===== config.mk =====
export PLATFORM = sky130hd
export DESIGN_NAME = clock_source_select
export DESIGN_NICKNAME = d
export VERILOG_FILES = /design/src/core/clk_sel_pkg.sv /design/src/core/bit_sync.sv /design/src/core/clock_source_select.sv /design/src/core/input_monitor.sv
export SDC_FILE = /design/constraint.sdc
export NUM_CORES = 1
export LEC_CHECK = 0
export BUFFER_PORTS_ARGS = -buffer_cell sky130_fd_sc_hd__buf_2
export CAP_MARGIN = 20
export CORE_MARGIN = 2
export CORE_UTILIZATION = 40
export DETAILED_ROUTE_END_ITERATION = 7
export PLACE_DENSITY = 0.63
export RECOVER_POWER = 100
export SLEW_MARGIN = 25
export SYNTH_ARGS = -nofsm -noshare
export SYNTH_HDL_FRONTEND = slang
export SYNTH_SLANG_ARGS = --single-unit
export TNS_END_PERCENT = 10

===== constraint.sdc =====
create_clock -name pclk -period 5.8 [get_ports pclk]
set_clock_uncertainty 0.15 [all_clocks]
set_input_delay 0.58 -clock pclk [delete_from_list [all_inputs] [get_ports pclk]]
set_output_delay 0.58 -clock pclk [all_outputs]
set_load 0.02 [all_outputs]

===== src/core/clk_sel_pkg.sv =====
// Constants, types and register map of the reference clock selector
package clk_sel_pkg;

	// ****************************************************************
	// Summary of operation
	// - In automatic mode all reference inputs are watched on every clock.
	// - A valid input replaces the internal crystal as the clock source.
	// - Loss of the reference in use falls back to another valid input, else to internal master clock.
	// - The preferred input stays the source while it carries a valid signal.
	// - Without the preferred input, the others are tried in turn, first valid wins.
	// - With no valid input at all, internal master operation is taken automatically.
	// - Each input reports no lock, lock, or lock and synchronous.
	// - Forced internal setting ignores every external reference.
	// - Status shows coarse rate, MADI frame format and channel count.
	// ****************************************************************

	// ****************************************************************
	// Inputs and sources
	// ****************************************************************
	localparam int NUM_IN = 4;
	localparam logic [1:0] IN_MADI = 2'h0;
	localparam logic [1:0] IN_WORD = 2'h1;
	localparam logic [1:0] IN_AES = 2'h2;
	localparam logic [1:0] IN_SYNC = 2'h3;

	// ****************************************************************
	// Register offsets and fields
	// ****************************************************************
	localparam logic [7:0] OFF_CTRL = 8'h00;
	localparam logic [7:0] OFF_INT_PERIOD = 8'h04;
	localparam logic [7:0] OFF_STATUS = 8'h08;
	localparam logic [7:0] OFF_CUR_PERIOD = 8'h0c;
	localparam logic [7:0] OFF_IRQ_STAT = 8'h10;
	localparam logic [7:0] OFF_IRQ_MASK = 8'h14;
	localparam int STAT_MASTER_BIT = 8;
	localparam int STAT_SRC_LSB = 9;
	localparam int STAT_RATE_LSB = 11;
	localparam int STAT_FRAME_BIT = 13;
	localparam int STAT_CH_BIT = 14;
	localparam int IRQ_W = 5;
	localparam int IRQ_SRC_BIT = 0;
	localparam int IRQ_LOCK_LSB = 1;

	// ****************************************************************
	// Measurement counts, in pclk cycles; hysteresis counts in reference periods
	// ****************************************************************
	localparam logic [15:0] PER_MIN = 16'h0004;
	localparam logic [15:0] PER_MAX = 16'h0400;
	localparam logic [15:0] INT_PERIOD_RST = 16'h01a1;
	localparam logic [15:0] SYNC_TOL = 16'h0002;
	localparam logic [2:0] LOCK_HYST = 3'h4;
	localparam logic [2:0] SYNC_HYST = 3'h4;
	localparam logic [15:0] RATE_SINGLE_MIN = 16'h0168;
	localparam logic [15:0] RATE_DOUBLE_MIN = 16'h00b4;

	// ****************************************************************
	// Types
	// ****************************************************************
	typedef enum logic [1:0] {CLK_NO_LOCK, CLK_LOCK, CLK_SYNC} clk_state_e;
	typedef enum logic [1:0] {RATE_NONE, RATE_SINGLE, RATE_DOUBLE, RATE_QUAD} rate_e;
	typedef enum logic {SEL_MASTER, SEL_SLAVE} sel_state_e;

	typedef struct packed {
		logic [1:0] pref;
		logic auto_en;
	} ctrl_s;

	typedef struct packed {
		logic lock;
		logic [15:0] period;
		logic tick;
	} meas_s;

	localparam ctrl_s CTRL_RST = '{pref: 2'h0, auto_en: 1'b1};

endpackage : clk_sel_pkg


===== src/core/bit_sync.sv =====
// Two-stage synchroniser for a level from outside the pclk domain
`timescale 1ns/1ns
module bit_sync (
	input wire logic pclk,
	input wire logic presetn,
	input wire logic d,
	output logic q
);

	logic meta;

	// First stage is read by the second stage only
	always_ff @(posedge pclk or negedge presetn) begin
		if (!presetn) begin
			meta <= 1'b0;
			q <= 1'b0;
		end else begin
			meta <= d;
			q <= meta;
		end
	end

endmodule : bit_sync


===== src/core/clock_source_select.sv =====
// Reference clock selector with lock, sync and rate supervision
//
// Our own choices: the register addresses and register access over APB.
`timescale 1ns/1ns
module clock_source_select (
	input wire logic pclk,
	input wire logic presetn,
	input wire logic [7:0] paddr,
	input wire logic psel,
	input wire logic penable,
	input wire logic pwrite,
	input wire logic [31:0] pwdata,
	output logic [31:0] prdata,
	output logic pready,
	output logic pslverr,
	input wire logic madi_ref,
	input wire logic word_ref,
	input wire logic aes_ref,
	input wire logic sync_ref,
	input wire logic madi_frame_96k,
	input wire logic madi_ch56,
	output logic clk_master,
	output logic [1:0] clk_src,
	output logic irq
);

	// ****************************************************************
	// Declarations
	// ****************************************************************
	logic [3:0] refs;
	clk_sel_pkg::meas_s meas [clk_sel_pkg::NUM_IN];
	logic [3:0] lock_v;
	logic [3:0] sync_v;
	logic [3:0] lock_chg;
	logic [1:0] in_state [clk_sel_pkg::NUM_IN];
	logic frame_96k_s;
	logic ch56_s;

	clk_sel_pkg::ctrl_s ctrl;
	clk_sel_pkg::ctrl_s next_ctrl;
	logic [15:0] int_period;
	logic [15:0] next_int_period;
	logic [4:0] irq_stat;
	logic [4:0] next_irq_stat;
	logic [4:0] irq_mask;
	logic [4:0] next_irq_mask;
	logic next_irq;

	clk_sel_pkg::sel_state_e state;
	clk_sel_pkg::sel_state_e next_state;
	logic [1:0] next_src;
	logic next_master;
	logic src_chg;

	logic [15:0] act_period;
	logic [1:0] rate;
	logic [31:0] next_prdata;
	logic next_pready;
	logic next_pslverr;
	logic setup;
	logic wr;
	logic mapped;
	logic [31:0] rd;

	assign refs = {sync_ref, aes_ref, word_ref, madi_ref};

	// ****************************************************************
	// Per-input monitors and sync judgement
	// ****************************************************************
	for (genvar i = 0; i < clk_sel_pkg::NUM_IN; i++) begin : g_in
		logic [2:0] sync_cnt;
		logic [2:0] next_sync_cnt;
		logic sync_q;
		logic next_sync;
		logic lock_d;
		logic [15:0] diff;

		input_monitor u_mon (
			.pclk(pclk),
			.presetn(presetn),
			.ref_in(refs[i]),
			.meas(meas[i])
		);

		// Up/down count of matching periods gives hysteresis both ways
		always_comb begin
			if (meas[i].period >= act_period) begin
				diff = meas[i].period - act_period;
			end else begin
				diff = act_period - meas[i].period;
			end
			next_sync_cnt = sync_cnt;
			next_sync = sync_q;
			if (!meas[i].lock) begin
				next_sync_cnt = 3'h0;
				next_sync = 1'b0;
			end else if (meas[i].tick) begin
				if (diff <= clk_sel_pkg::SYNC_TOL) begin
					if (sync_cnt != clk_sel_pkg::SYNC_HYST) begin
						next_sync_cnt = sync_cnt + 3'h1;
					end
				end else if (sync_cnt != 3'h0) begin
					next_sync_cnt = sync_cnt - 3'h1;
				end
				if (next_sync_cnt == clk_sel_pkg::SYNC_HYST) begin
					next_sync = 1'b1;
				end else if (next_sync_cnt == 3'h0) begin
					next_sync = 1'b0;
				end
			end
		end

		always_ff @(posedge pclk or negedge presetn) begin
			if (!presetn) begin
				sync_cnt <= 3'h0;
				sync_q <= 1'b0;
				lock_d <= 1'b0;
			end else begin
				sync_cnt <= next_sync_cnt;
				sync_q <= next_sync;
				lock_d <= meas[i].lock;
			end
		end

		assign lock_v[i] = meas[i].lock;
		assign sync_v[i] = sync_q;
		assign lock_chg[i] = lock_d ^ meas[i].lock;

		// Three-way clock state per input
		assign in_state[i] = !meas[i].lock ? clk_sel_pkg::CLK_NO_LOCK :
			(sync_q ? clk_sel_pkg::CLK_SYNC : clk_sel_pkg::CLK_LOCK);
	end

	// MADI format pins come from the deframer clock domain
	bit_sync u_sync_frame (
		.pclk(pclk),
		.presetn(presetn),
		.d(madi_frame_96k),
		.q(frame_96k_s)
	);

	bit_sync u_sync_ch (
		.pclk(pclk),
		.presetn(presetn),
		.d(madi_ch56),
		.q(ch56_s)
	);

	// ****************************************************************
	// Active period and coarse rate
	// ****************************************************************
	// Master compares against the crystal divider, slave against its source
	always_comb begin
		if (state == clk_sel_pkg::SEL_MASTER) begin
			act_period = int_period;
		end else begin
			act_period = meas[clk_src].period;
		end
		if (act_period >= clk_sel_pkg::RATE_SINGLE_MIN) begin
			rate = clk_sel_pkg::RATE_SINGLE;
		end else if (act_period >= clk_sel_pkg::RATE_DOUBLE_MIN) begin
			rate = clk_sel_pkg::RATE_DOUBLE;
		end else if (act_period != 16'h0000) begin
			rate = clk_sel_pkg::RATE_QUAD;
		end else begin
			rate = clk_sel_pkg::RATE_NONE;
		end
	end

	// ****************************************************************
	// Source selection
	// ****************************************************************
	// Re-evaluated every cycle, so a lost source is left at once
	always_comb begin
		logic found;
		logic [1:0] cand;
		found = 1'b0;
		cand = 2'h0;
		next_state = state;
		next_src = clk_src;
		if (!ctrl.auto_en) begin
			next_state = clk_sel_pkg::SEL_MASTER;
		end else if (lock_v[ctrl.pref]) begin
			next_state = clk_sel_pkg::SEL_SLAVE;
			next_src = ctrl.pref;
		end else begin
			// Fixed order after the preferred input keeps the choice predictable
			for (int k = 1; k < clk_sel_pkg::NUM_IN; k++) begin
				cand = ctrl.pref + 2'(k);
				if (!found && lock_v[cand]) begin
					found = 1'b1;
					next_src = cand;
				end
			end
			if (found) begin
				next_state = clk_sel_pkg::SEL_SLAVE;
			end else begin
				next_state = clk_sel_pkg::SEL_MASTER;
			end
		end
		next_master = (next_state == clk_sel_pkg::SEL_MASTER);
		src_chg = (next_state != state) ||
			((next_state == clk_sel_pkg::SEL_SLAVE) && (next_src != clk_src));
	end

	always_ff @(posedge pclk or negedge presetn) begin
		if (!presetn) begin
			state <= clk_sel_pkg::SEL_MASTER;
			clk_src <= clk_sel_pkg::IN_MADI;
			clk_master <= 1'b1;
		end else begin
			state <= next_state;
			clk_src <= next_src;
			clk_master <= next_master;
		end
	end

	// ****************************************************************
	// APB decode and read data
	// ****************************************************************
	// Read data is captured in the setup cycle so every output is a flop
	always_comb begin
		setup = psel & ~penable;
		wr = psel & penable & pready & pwrite & ~pslverr;
		mapped = 1'b1;
		rd = 32'h0000_0000;
		unique case (paddr)
			clk_sel_pkg::OFF_CTRL: begin
				rd[2:0] = ctrl;
			end
			clk_sel_pkg::OFF_INT_PERIOD: begin
				rd[15:0] = int_period;
			end
			clk_sel_pkg::OFF_STATUS: begin
				for (int n = 0; n < clk_sel_pkg::NUM_IN; n++) begin
					rd[2 * n +: 2] = in_state[n];
				end
				rd[clk_sel_pkg::STAT_MASTER_BIT] = clk_master;
				rd[clk_sel_pkg::STAT_SRC_LSB +: 2] = clk_src;
				rd[clk_sel_pkg::STAT_RATE_LSB +: 2] = rate;
				rd[clk_sel_pkg::STAT_FRAME_BIT] = frame_96k_s;
				rd[clk_sel_pkg::STAT_CH_BIT] = ch56_s;
			end
			clk_sel_pkg::OFF_CUR_PERIOD: begin
				rd[15:0] = act_period;
			end
			clk_sel_pkg::OFF_IRQ_STAT: begin
				rd[4:0] = irq_stat;
			end
			clk_sel_pkg::OFF_IRQ_MASK: begin
				rd[4:0] = irq_mask;
			end
			default: begin
				mapped = 1'b0;
			end
		endcase
		next_pready = setup;
		next_pslverr = setup & ~mapped;
		next_prdata = setup ? rd : prdata;
	end

	always_ff @(posedge pclk or negedge presetn) begin
		if (!presetn) begin
			prdata <= 32'h0000_0000;
			pready <= 1'b0;
			pslverr <= 1'b0;
		end else begin
			prdata <= next_prdata;
			pready <= next_pready;
			pslverr <= next_pslverr;
		end
	end

	// ****************************************************************
	// Control, mask and event registers
	// ****************************************************************
	// Hardware events win over a clearing write in the same cycle
	always_comb begin
		logic [4:0] events;
		events = 5'h00;
		events[clk_sel_pkg::IRQ_SRC_BIT] = src_chg;
		events[clk_sel_pkg::IRQ_LOCK_LSB +: 4] = lock_chg;
		next_ctrl = ctrl;
		next_int_period = int_period;
		next_irq_mask = irq_mask;
		next_irq_stat = irq_stat;
		if (wr) begin
			unique case (paddr)
				clk_sel_pkg::OFF_CTRL: begin
					next_ctrl = pwdata[2:0];
				end
				clk_sel_pkg::OFF_INT_PERIOD: begin
					next_int_period = pwdata[15:0];
				end
				clk_sel_pkg::OFF_IRQ_STAT: begin
					next_irq_stat = irq_stat & ~pwdata[4:0];
				end
				clk_sel_pkg::OFF_IRQ_MASK: begin
					next_irq_mask = pwdata[4:0];
				end
				default: begin
				end
			endcase
		end
		next_irq_stat = next_irq_stat | events;
		next_irq = |(irq_stat & irq_mask);
	end

	always_ff @(posedge pclk or negedge presetn) begin
		if (!presetn) begin
			ctrl <= clk_sel_pkg::CTRL_RST;
			int_period <= clk_sel_pkg::INT_PERIOD_RST;
			irq_mask <= 5'h00;
			irq_stat <= 5'h00;
			irq <= 1'b0;
		end else begin
			ctrl <= next_ctrl;
			int_period <= next_int_period;
			irq_mask <= next_irq_mask;
			irq_stat <= next_irq_stat;
			irq <= next_irq;
		end
	end

endmodule : clock_source_select


===== src/core/input_monitor.sv =====
// Edge spacing meter and lock detector for one reference input
`timescale 1ns/1ns
module input_monitor (
	input wire logic pclk,
	input wire logic presetn,
	input wire logic ref_in,
	output clk_sel_pkg::meas_s meas
);

	logic ref_s;
	logic prev;
	logic [15:0] cnt;
	logic [2:0] good_cnt;
	logic next_prev;
	logic [15:0] next_cnt;
	logic [2:0] next_good_cnt;
	clk_sel_pkg::meas_s next_meas;
	logic rise;
	logic good;

	bit_sync u_sync (
		.pclk(pclk),
		.presetn(presetn),
		.d(ref_in),
		.q(ref_s)
	);

	// Count cycles between rising edges; holds just past PER_MAX, never wraps
	always_comb begin
		next_prev = ref_s;
		rise = ref_s & ~prev;
		good = rise && (cnt >= clk_sel_pkg::PER_MIN) && (cnt <= clk_sel_pkg::PER_MAX);
		next_meas = meas;
		next_meas.tick = good;
		next_good_cnt = good_cnt;
		next_cnt = (cnt > clk_sel_pkg::PER_MAX) ? cnt : cnt + 16'h0001;
		if (rise) begin
			next_cnt = 16'h0001;
			if (good) begin
				next_meas.period = cnt;
				if (good_cnt != clk_sel_pkg::LOCK_HYST) begin
					next_good_cnt = good_cnt + 3'h1;
				end
				// Several clean periods needed, so one glitch cannot lock
				if (next_good_cnt == clk_sel_pkg::LOCK_HYST) begin
					next_meas.lock = 1'b1;
				end
			end else begin
				next_good_cnt = 3'h0;
				next_meas.lock = 1'b0;
			end
		end else if (cnt > clk_sel_pkg::PER_MAX) begin
			// Missing edges drop lock at once
			next_good_cnt = 3'h0;
			next_meas.lock = 1'b0;
		end
	end

	always_ff @(posedge pclk or negedge presetn) begin
		if (!presetn) begin
			prev <= 1'b0;
			cnt <= 16'h0000;
			good_cnt <= 3'h0;
			meas <= '0;
		end else begin
			prev <= next_prev;
			cnt <= next_cnt;
			good_cnt <= next_good_cnt;
			meas <= next_meas;
		end
	end

endmodule : input_monitor


# After elaboration in Yosys (flattened, before gate mapping)
# Index checks and enable logic that the tools add are counted.
# word_totals
regBits,236
output_inout_bits,38
inputBits,51
wordCells,368
# classes
magnitude_cmp,27
bitwise,27
muxes,143
reduce_logical,45
n_eq_ne,39
addsub,27
# ops
op,n
two-way mux 16 bit,13
two-way mux 3 bit,52
subtractor 16 bit,8
adder 16 x 1 -> 16 bit (second input constant),4
greater-or-equal comparator 16 bit,4
greater-or-equal comparator 16 x 3 -> 1 bit (second input constant),4
greater-than comparator 16 x 11 -> 1 bit (second input constant),4
less-or-equal comparator 16 x 11 -> 1 bit (second input constant),4
less-or-equal comparator 16 x 2 -> 1 bit (second input constant),4
two-way mux 1 bit,49
inequality test 3 bit (second input constant),16
binary-select mux 18 bit (select 2 bit),1
two-way mux 17 bit,2
two-way mux 2 bit,16
one-hot mux 10 bit (3 select lines),1
AND reduction 2 bit,15
adder 3 x 1 -> 3 bit (second input constant),8
equality test 3 bit (second input constant),8
one-hot mux 3 bit (6 select lines),1
equality test 8 x 4 -> 1 bit (second input constant),2
equality test 8 x 5 -> 1 bit (second input constant),2
greater-or-equal comparator 16 x 8 -> 1 bit (second input constant),1
greater-or-equal comparator 16 x 9 -> 1 bit (second input constant),1
nonzero test 16 bit,1
30 further kinds,87

# Longest topological paths before layout
# logic_depth
depth_word,22
ltp_mapped,20

# Hierarchy
# From an unflattened synthesis, not the netlist that was laid out.
# unflattened
cells_unflattened,2175
area_unflattened_um2,19233.4
# modules_own_cells
module,cells_per_inst,area_each_um2,instances
clock_source_select,1563,12056.6,1
input_monitor,150,1719.1,4
bit_sync,2,50.0,6

# Worst setup path before layout
# No wires, ideal clock.
# synth_timing
path_type,register to register
start,reg clk_src[0]
end,reg g_in[1].sync_q
arrival_time_ns,5.619
setup_ns,0.123
stages_incl_launch_ff,21
setup_slack_ns,-0.092
cell_sequence,dfrtp_1 buf_1 clkbuf_1 mux4_2 mux2i_1 inv_1 ha_1 clkbuf_1 a21oi_1 o21ai_1 a21o_1 a221oi_1 xnor2_1 a221oi_2 nor3b_1 o2bb2ai_1 or4_1 buf_2 mux4_2 nand3_2 o2bb2ai_1
# synth_via
elab_chain_len,15
elab_cells_between_ends,20
cone_classes,add/sub: 2; order compare: 2; eq/ne: 2; mux: 11; bitwise: 1; reduce/logical: 2
# synth_rtl
element,line,text
from (decl),clock_source_select.sv:23,"output logic [1:0] clk_src,"
from (signal assigned),clock_source_select.sv:209,clk_src <= clk_sel_pkg::IN_MADI;
from (signal assigned),clock_source_select.sv:213,clk_src <= next_src;
NOT 2 -> 3 bit (not written as such) *,clock_source_select.sv:157,act_period = meas[clk_src].period;
binary-select mux 18 bit (select 2 bit) *,clock_source_select.sv:157,
two-way mux 17 bit (not written as such) * (2 in series),clock_source_select.sv:157,
two-way mux 16 bit *,clock_source_select.sv:154,if (state == clk_sel_pkg::SEL_MASTER) begin
"subtractor 16 bit, or another cell as far along",clock_source_select.sv:90,diff = act_period - meas[i].period;
two-way mux 16 bit *,clock_source_select.sv:87,if (meas[i].period >= act_period) begin
less-or-equal comparator 16 x 2 -> 1 bit *,clock_source_select.sv:98,if (diff <= clk_sel_pkg::SYNC_TOL) begin
two-way mux 3 bit *,clock_source_select.sv:98,
two-way mux 3 bit *,clock_source_select.sv:97,end else if (meas[i].tick) begin
two-way mux 3 bit *,clock_source_select.sv:94,if (!meas[i].lock) begin
equality test 3 bit,clock_source_select.sv:105,if (next_sync_cnt == clk_sel_pkg::SYNC_HYST) begin
two-way mux 1 bit,clock_source_select.sv:105,
two-way mux 1 bit,clock_source_select.sv:97,
two-way mux 1 bit,clock_source_select.sv:94,
to (signal assigned),clock_source_select.sv:120,sync_q <= next_sync;
to (decl),clock_source_select.sv:73,logic sync_q;
# Mark *: on every way between the ends. The rest lies on a longest branch, timed or not. The select of a mux whose other input is x is not followed.
# A chain may end at the register's enable or synchronous reset.

# Final worst setup path
# Same ends and word-level chain as after synthesis.

==> results.json <==
{
  "synthTopCellsByArea": "dfrtp_1 (31%), ha_1 (10%), o21ai_0 (4.5%)",
  "drt_iter0_markers": 1414,
  "core_um2": 45400,
  "gr-usage-all-layers_pct": 24.0,
  "cpPeakStageDelay_ns": 0.51,
  "wirelength_um": 57400,
  "place_area_um2": 19900,
  "reg2reg_slack_ns": 0.21,
  "finalNetCount": 2489,
  "grt_pass1_vias": 15700,
  "power_switching_mw": 2.60,
  "avgRoutedWirePerCell_um": 19.8,
  "ioPinCount": 89,
  "htree_num_levels": 1,
  "cts_tree": "built",
  "critPathMaxFanout": 17,
  "drc": 0,
  "yosysWarnings": 0,
  "violations": "max-capacitance violations, max-slew violations",
  "end_kind": "flop",
  "start_util_pct": 40.6,
  "outcome": "complete, but fails checks",
  "crit_chain": "buf_12 > mux4_2 > mux2_2 > ha_1 > fa_1 > nand2b_1 > a21boi_1 > o31ai_1 > a211o_1 > a221oi_4 > nand3b_1 > a32o_1 > a311o_1 > or4_1 > a211oi_1 > o21ai_0 > o2bb2ai_1",
  "die_width_um": 219,
  "cp.required_ns": 6.13,
  "gp_congestion": 0.993,
  "clkTransAtPathRegs_ns": 0.06,
  "dieArea_um2": 47800,
  "cp-start-kind": "flop",
  "netlist_instances": 2168,
  "synthArstFlopShare_pct": 100,
  "syn_area_um2": 18400,
  "rr_worst_depth": 17,
  "ys_seq_area_share_pct": 32.1,
  "synth_top_area_share_pct": 31.2,
  "synth.largest_area_cell": "dfrtp_1",
  "antenna_violating_nets_post_route": 0,
  "pwr-share-seq_pct": 29.5,
  "arrival_ns": 5.92,
  "clkPwrFrac_pct": 27.3,
  "nFillCells": 4470,
  "power.density_nw_per_um2": 328,
  "setup_viol_count_final": 0,
  "cts-root-buf": "clkbuf_16",
  "synth_enable_flop_cells": 0,
  "tightest_slew_ns": 2.88,
  "worstReg2RegStart": "clk_src[0]",
  "ys.flop_type": "dfrtp_1",
  "viasPerCell": 5.76,
  "place_hpwl_um": 43800,
  "combPwrFrac_pct": 43.2,
  "grt_start_max_net_pins": 129,
  "std_cell_rows": 78,
  "hold_path.startpoint": "pwdata[12]",
  "clock_tree.buffer_depth": 3,
  "r2r-end": "g_in[1].sync_q",
  "clock_latency_ns": 0.55,
  "hold_viol_final": 0,
  "criticalPathCategory": "reg2reg",
  "dr.pass1.iters": 5,
  "multi_input_comb_area_um2": 11500,
  "ir_drop_v": 0.000216,
  "cpMaxStageDelayCell": "mux4_2",
  "die_h_um": 219,
  "cap_viol_max_count": 2,
  "crit_buf_inv": 1,
  "tns_ns": 0,
  "min_to": "int_period[12]",
  "numClockSinks": 236,
  "p_int_mw": 4.24,
  "worstHoldPathType": "in2reg",
  "grt_pass1_wl_um": 90200,
  "swShare_pct": 38.0,
  "drive_gt1_share_pct": 11.6,
  "critical-path-top-delay-family": "compound AO/OA/AOI/OAI gates",
  "grt_setup_unrepaired": "no",
  "synth-seq-cells": 236,
  "finalInstanceArea_um2": 20900,
  "fin_crit_sh_pct": 96.4,
  "relSlewSlack_pct": -91.9,
  "fin_crit_ns": 5.59,
  "ys_types": 87,
  "seq_area_um2": 5910,
  "area.growth.synth_to_final_pct": 13.4,
  "power_leakage_nw": 9.64,
  "max_freq_mhz": 179,
  "portBuffers": 56,
  "vias": 16700,
  "gr-total-overflow": 0,
  "synth.avg_cell_area_um2": 8.50,
  "holdPathStages": 2,
  "antenna_found_initial": 1,
  "finalPower_mw": 6.84,
  "numCtsBuffers": 28,
  "final_max_slew_viol_count": 239
}
-- placed cells by master, fill, tap and decap left out, drive strengths merged, types with 21 or more instances in the layout --
cell	Yosys	layout
xnor2	32	32
a21o	35	35
buf	26	137
a211oi	28	28
clkbuf	86	73
o21ai	171	171
nand4	31	31
inv	155	155
nand2	221	221
a21oi	145	145
nor2b	26	26
nand2b	32	32
nor4	21	21
nand3	41	41
mux2i	39	39
ha	152	152
nor3	39	39
xor2	54	54
nor2	177	177
dfrtp	230	230
mux2	35	35
or3	22	22
and2	34	34
-- kinds of logic after synthesis --
group | after synthesis | share of synthesized area [%]
AND/OR/NAND/NOR | 716 | 18.8
AO/OA/AOI/OAI | 611 | 21.6
buffers and inverters | 267 | 5.81
flip-flops | 236 | 32.1
adder cells (fa/ha/maj) | 160 | 11.2
multiplexers | 91 | 6.34
XOR/XNOR | 86 | 4.09
other | 1 | 0.0204
-- power by group through the flow --
| stage | Combinational (mW) | Clock (mW) | Sequential [mW] |
|---|---|---|---|
| 4_1_cts | 2.92 | 1.90 | 2.02 |
| 2_1_floorplan | 2.15 | 0 | 1.95 |
| 3_3_place_gp | 2.85 | 0 | 2.04 |
| 6_report | 2.96 | 1.87 | 2.02 |
| 3_5_place_dp | 2.90 | 0 | 2.04 |
| 5_1_grt | 3.29 | 1.97 | 2.05 |
-- worst max-delay path by stage --
| stage | start | end | slack, ns | depth (start not counted) |
|---|---|---|---|---|
| 2_1_floorplan | clk_src[0] | g_in[1].sync_q | 0.14 | 20 |
| 3_3_place_gp | clk_src[0] | g_in[2].sync_q | 0.27 | 20 |
| 3_5_place_dp | clk_src[0] | g_in[2].sync_q | 0.22 | 20 |
| 4_1_cts | clk_src[0] | g_in[2].sync_q | 0.22 | 20 |
| 5_1_grt | clk_src[0] | g_in[0].sync_q | 0.01 | 17 |
| 6_report | clk_src[0] | g_in[1].sync_q | 0.21 | 17 |
-- stage by stage --
step	setup WS, ns	instances	hold WS [ns]	util (%)
final	0.211	2898	0.0670	46.0
after global routing	0.0112	2897	0.0791	46.0
after CTS	0.215	2897	0.0613	46.2
after detailed placement	0.225	2841	0.185	43.9
after global placement	0.268	2841	0.184	43.9
after floorplan	0.136	2183	0.134	-
-- flip-flops by register name, indices dropped and copies added, names as in the netlist --
signal and count:
g_in.u_mon.u_sync.q 4, g_in.sync_cnt 12, u_sync_frame.meta 1, u_sync_frame.q 1, pready 1, g_in.u_mon.cnt 64, pslverr 1, g_in.u_mon.u_sync.meta 4
g_in.lock_d 4, prdata 16, irq_stat 5, ctrl 3, u_sync_ch.meta 1, irq_mask 5, g_in.u_mon.meas 72, irq 1
clk_src 2, g_in.u_mon.good_cnt 12, state 1, u_sync_ch.q 1, clk_master 1, g_in.u_mon.prev 4, int_period 16, g_in.sync_q 4
-- per-layer routing --
layer | vias to the layer above | GRT usage (%) | part of all wire (%)
met2 | 453 | 38.0 | 45
met4 | 2 | 8.32 | 3.6
met5 | - | 0 | 0.026
met3 | 110 | 3.33 | 5.6
li1 | 7993 | - | -
met1 | 8143 | 33.4 | 46
-- area by class of cell --
type | instances | share of cell area (%)
Clock inverter | 9 | 0.659
Timing Repair Buffer | 177 | 5.58
Inverter | 155 | 2.78
Clock buffer | 40 | 4.00
Tap cell | 600 | 3.59
Antenna cell | 1 | 0.0120
Multi-Input combinational cell | 1680 | 55.1
Sequential cell | 236 | 28.3
-- cells in the mapped netlist (all sizes together) (13+ instances only) --
cell and count:
o21bai 13, or4 13, clkbuf 86, and2 34, ha 152, o221ai 13
o21ai 171, o31a 13, xor2 54, nor2 177, inv 155, nor3 39
a22oi 20, mux2 35, nor4 21, o31ai 18, o21a 15, xnor2 32
a21o 35, a211oi 28, and3 20, a21oi 145, dfrtp 230, nand3 41
or3 22, mux2i 39, a221oi 14, buf 26, nand2b 32, a31oi 18
nand2 221, nand4 31, nor2b 26, mux4 17
-- timing repair --
action,CTS,global route
endpoints found under the hold margin,67,0
setup buffers,0,0
gates resized for setup,0,6
hold buffers,7,0
endpoints found under the setup margin,0,6
No activity file was read; power rests on OpenSTA's default activity.
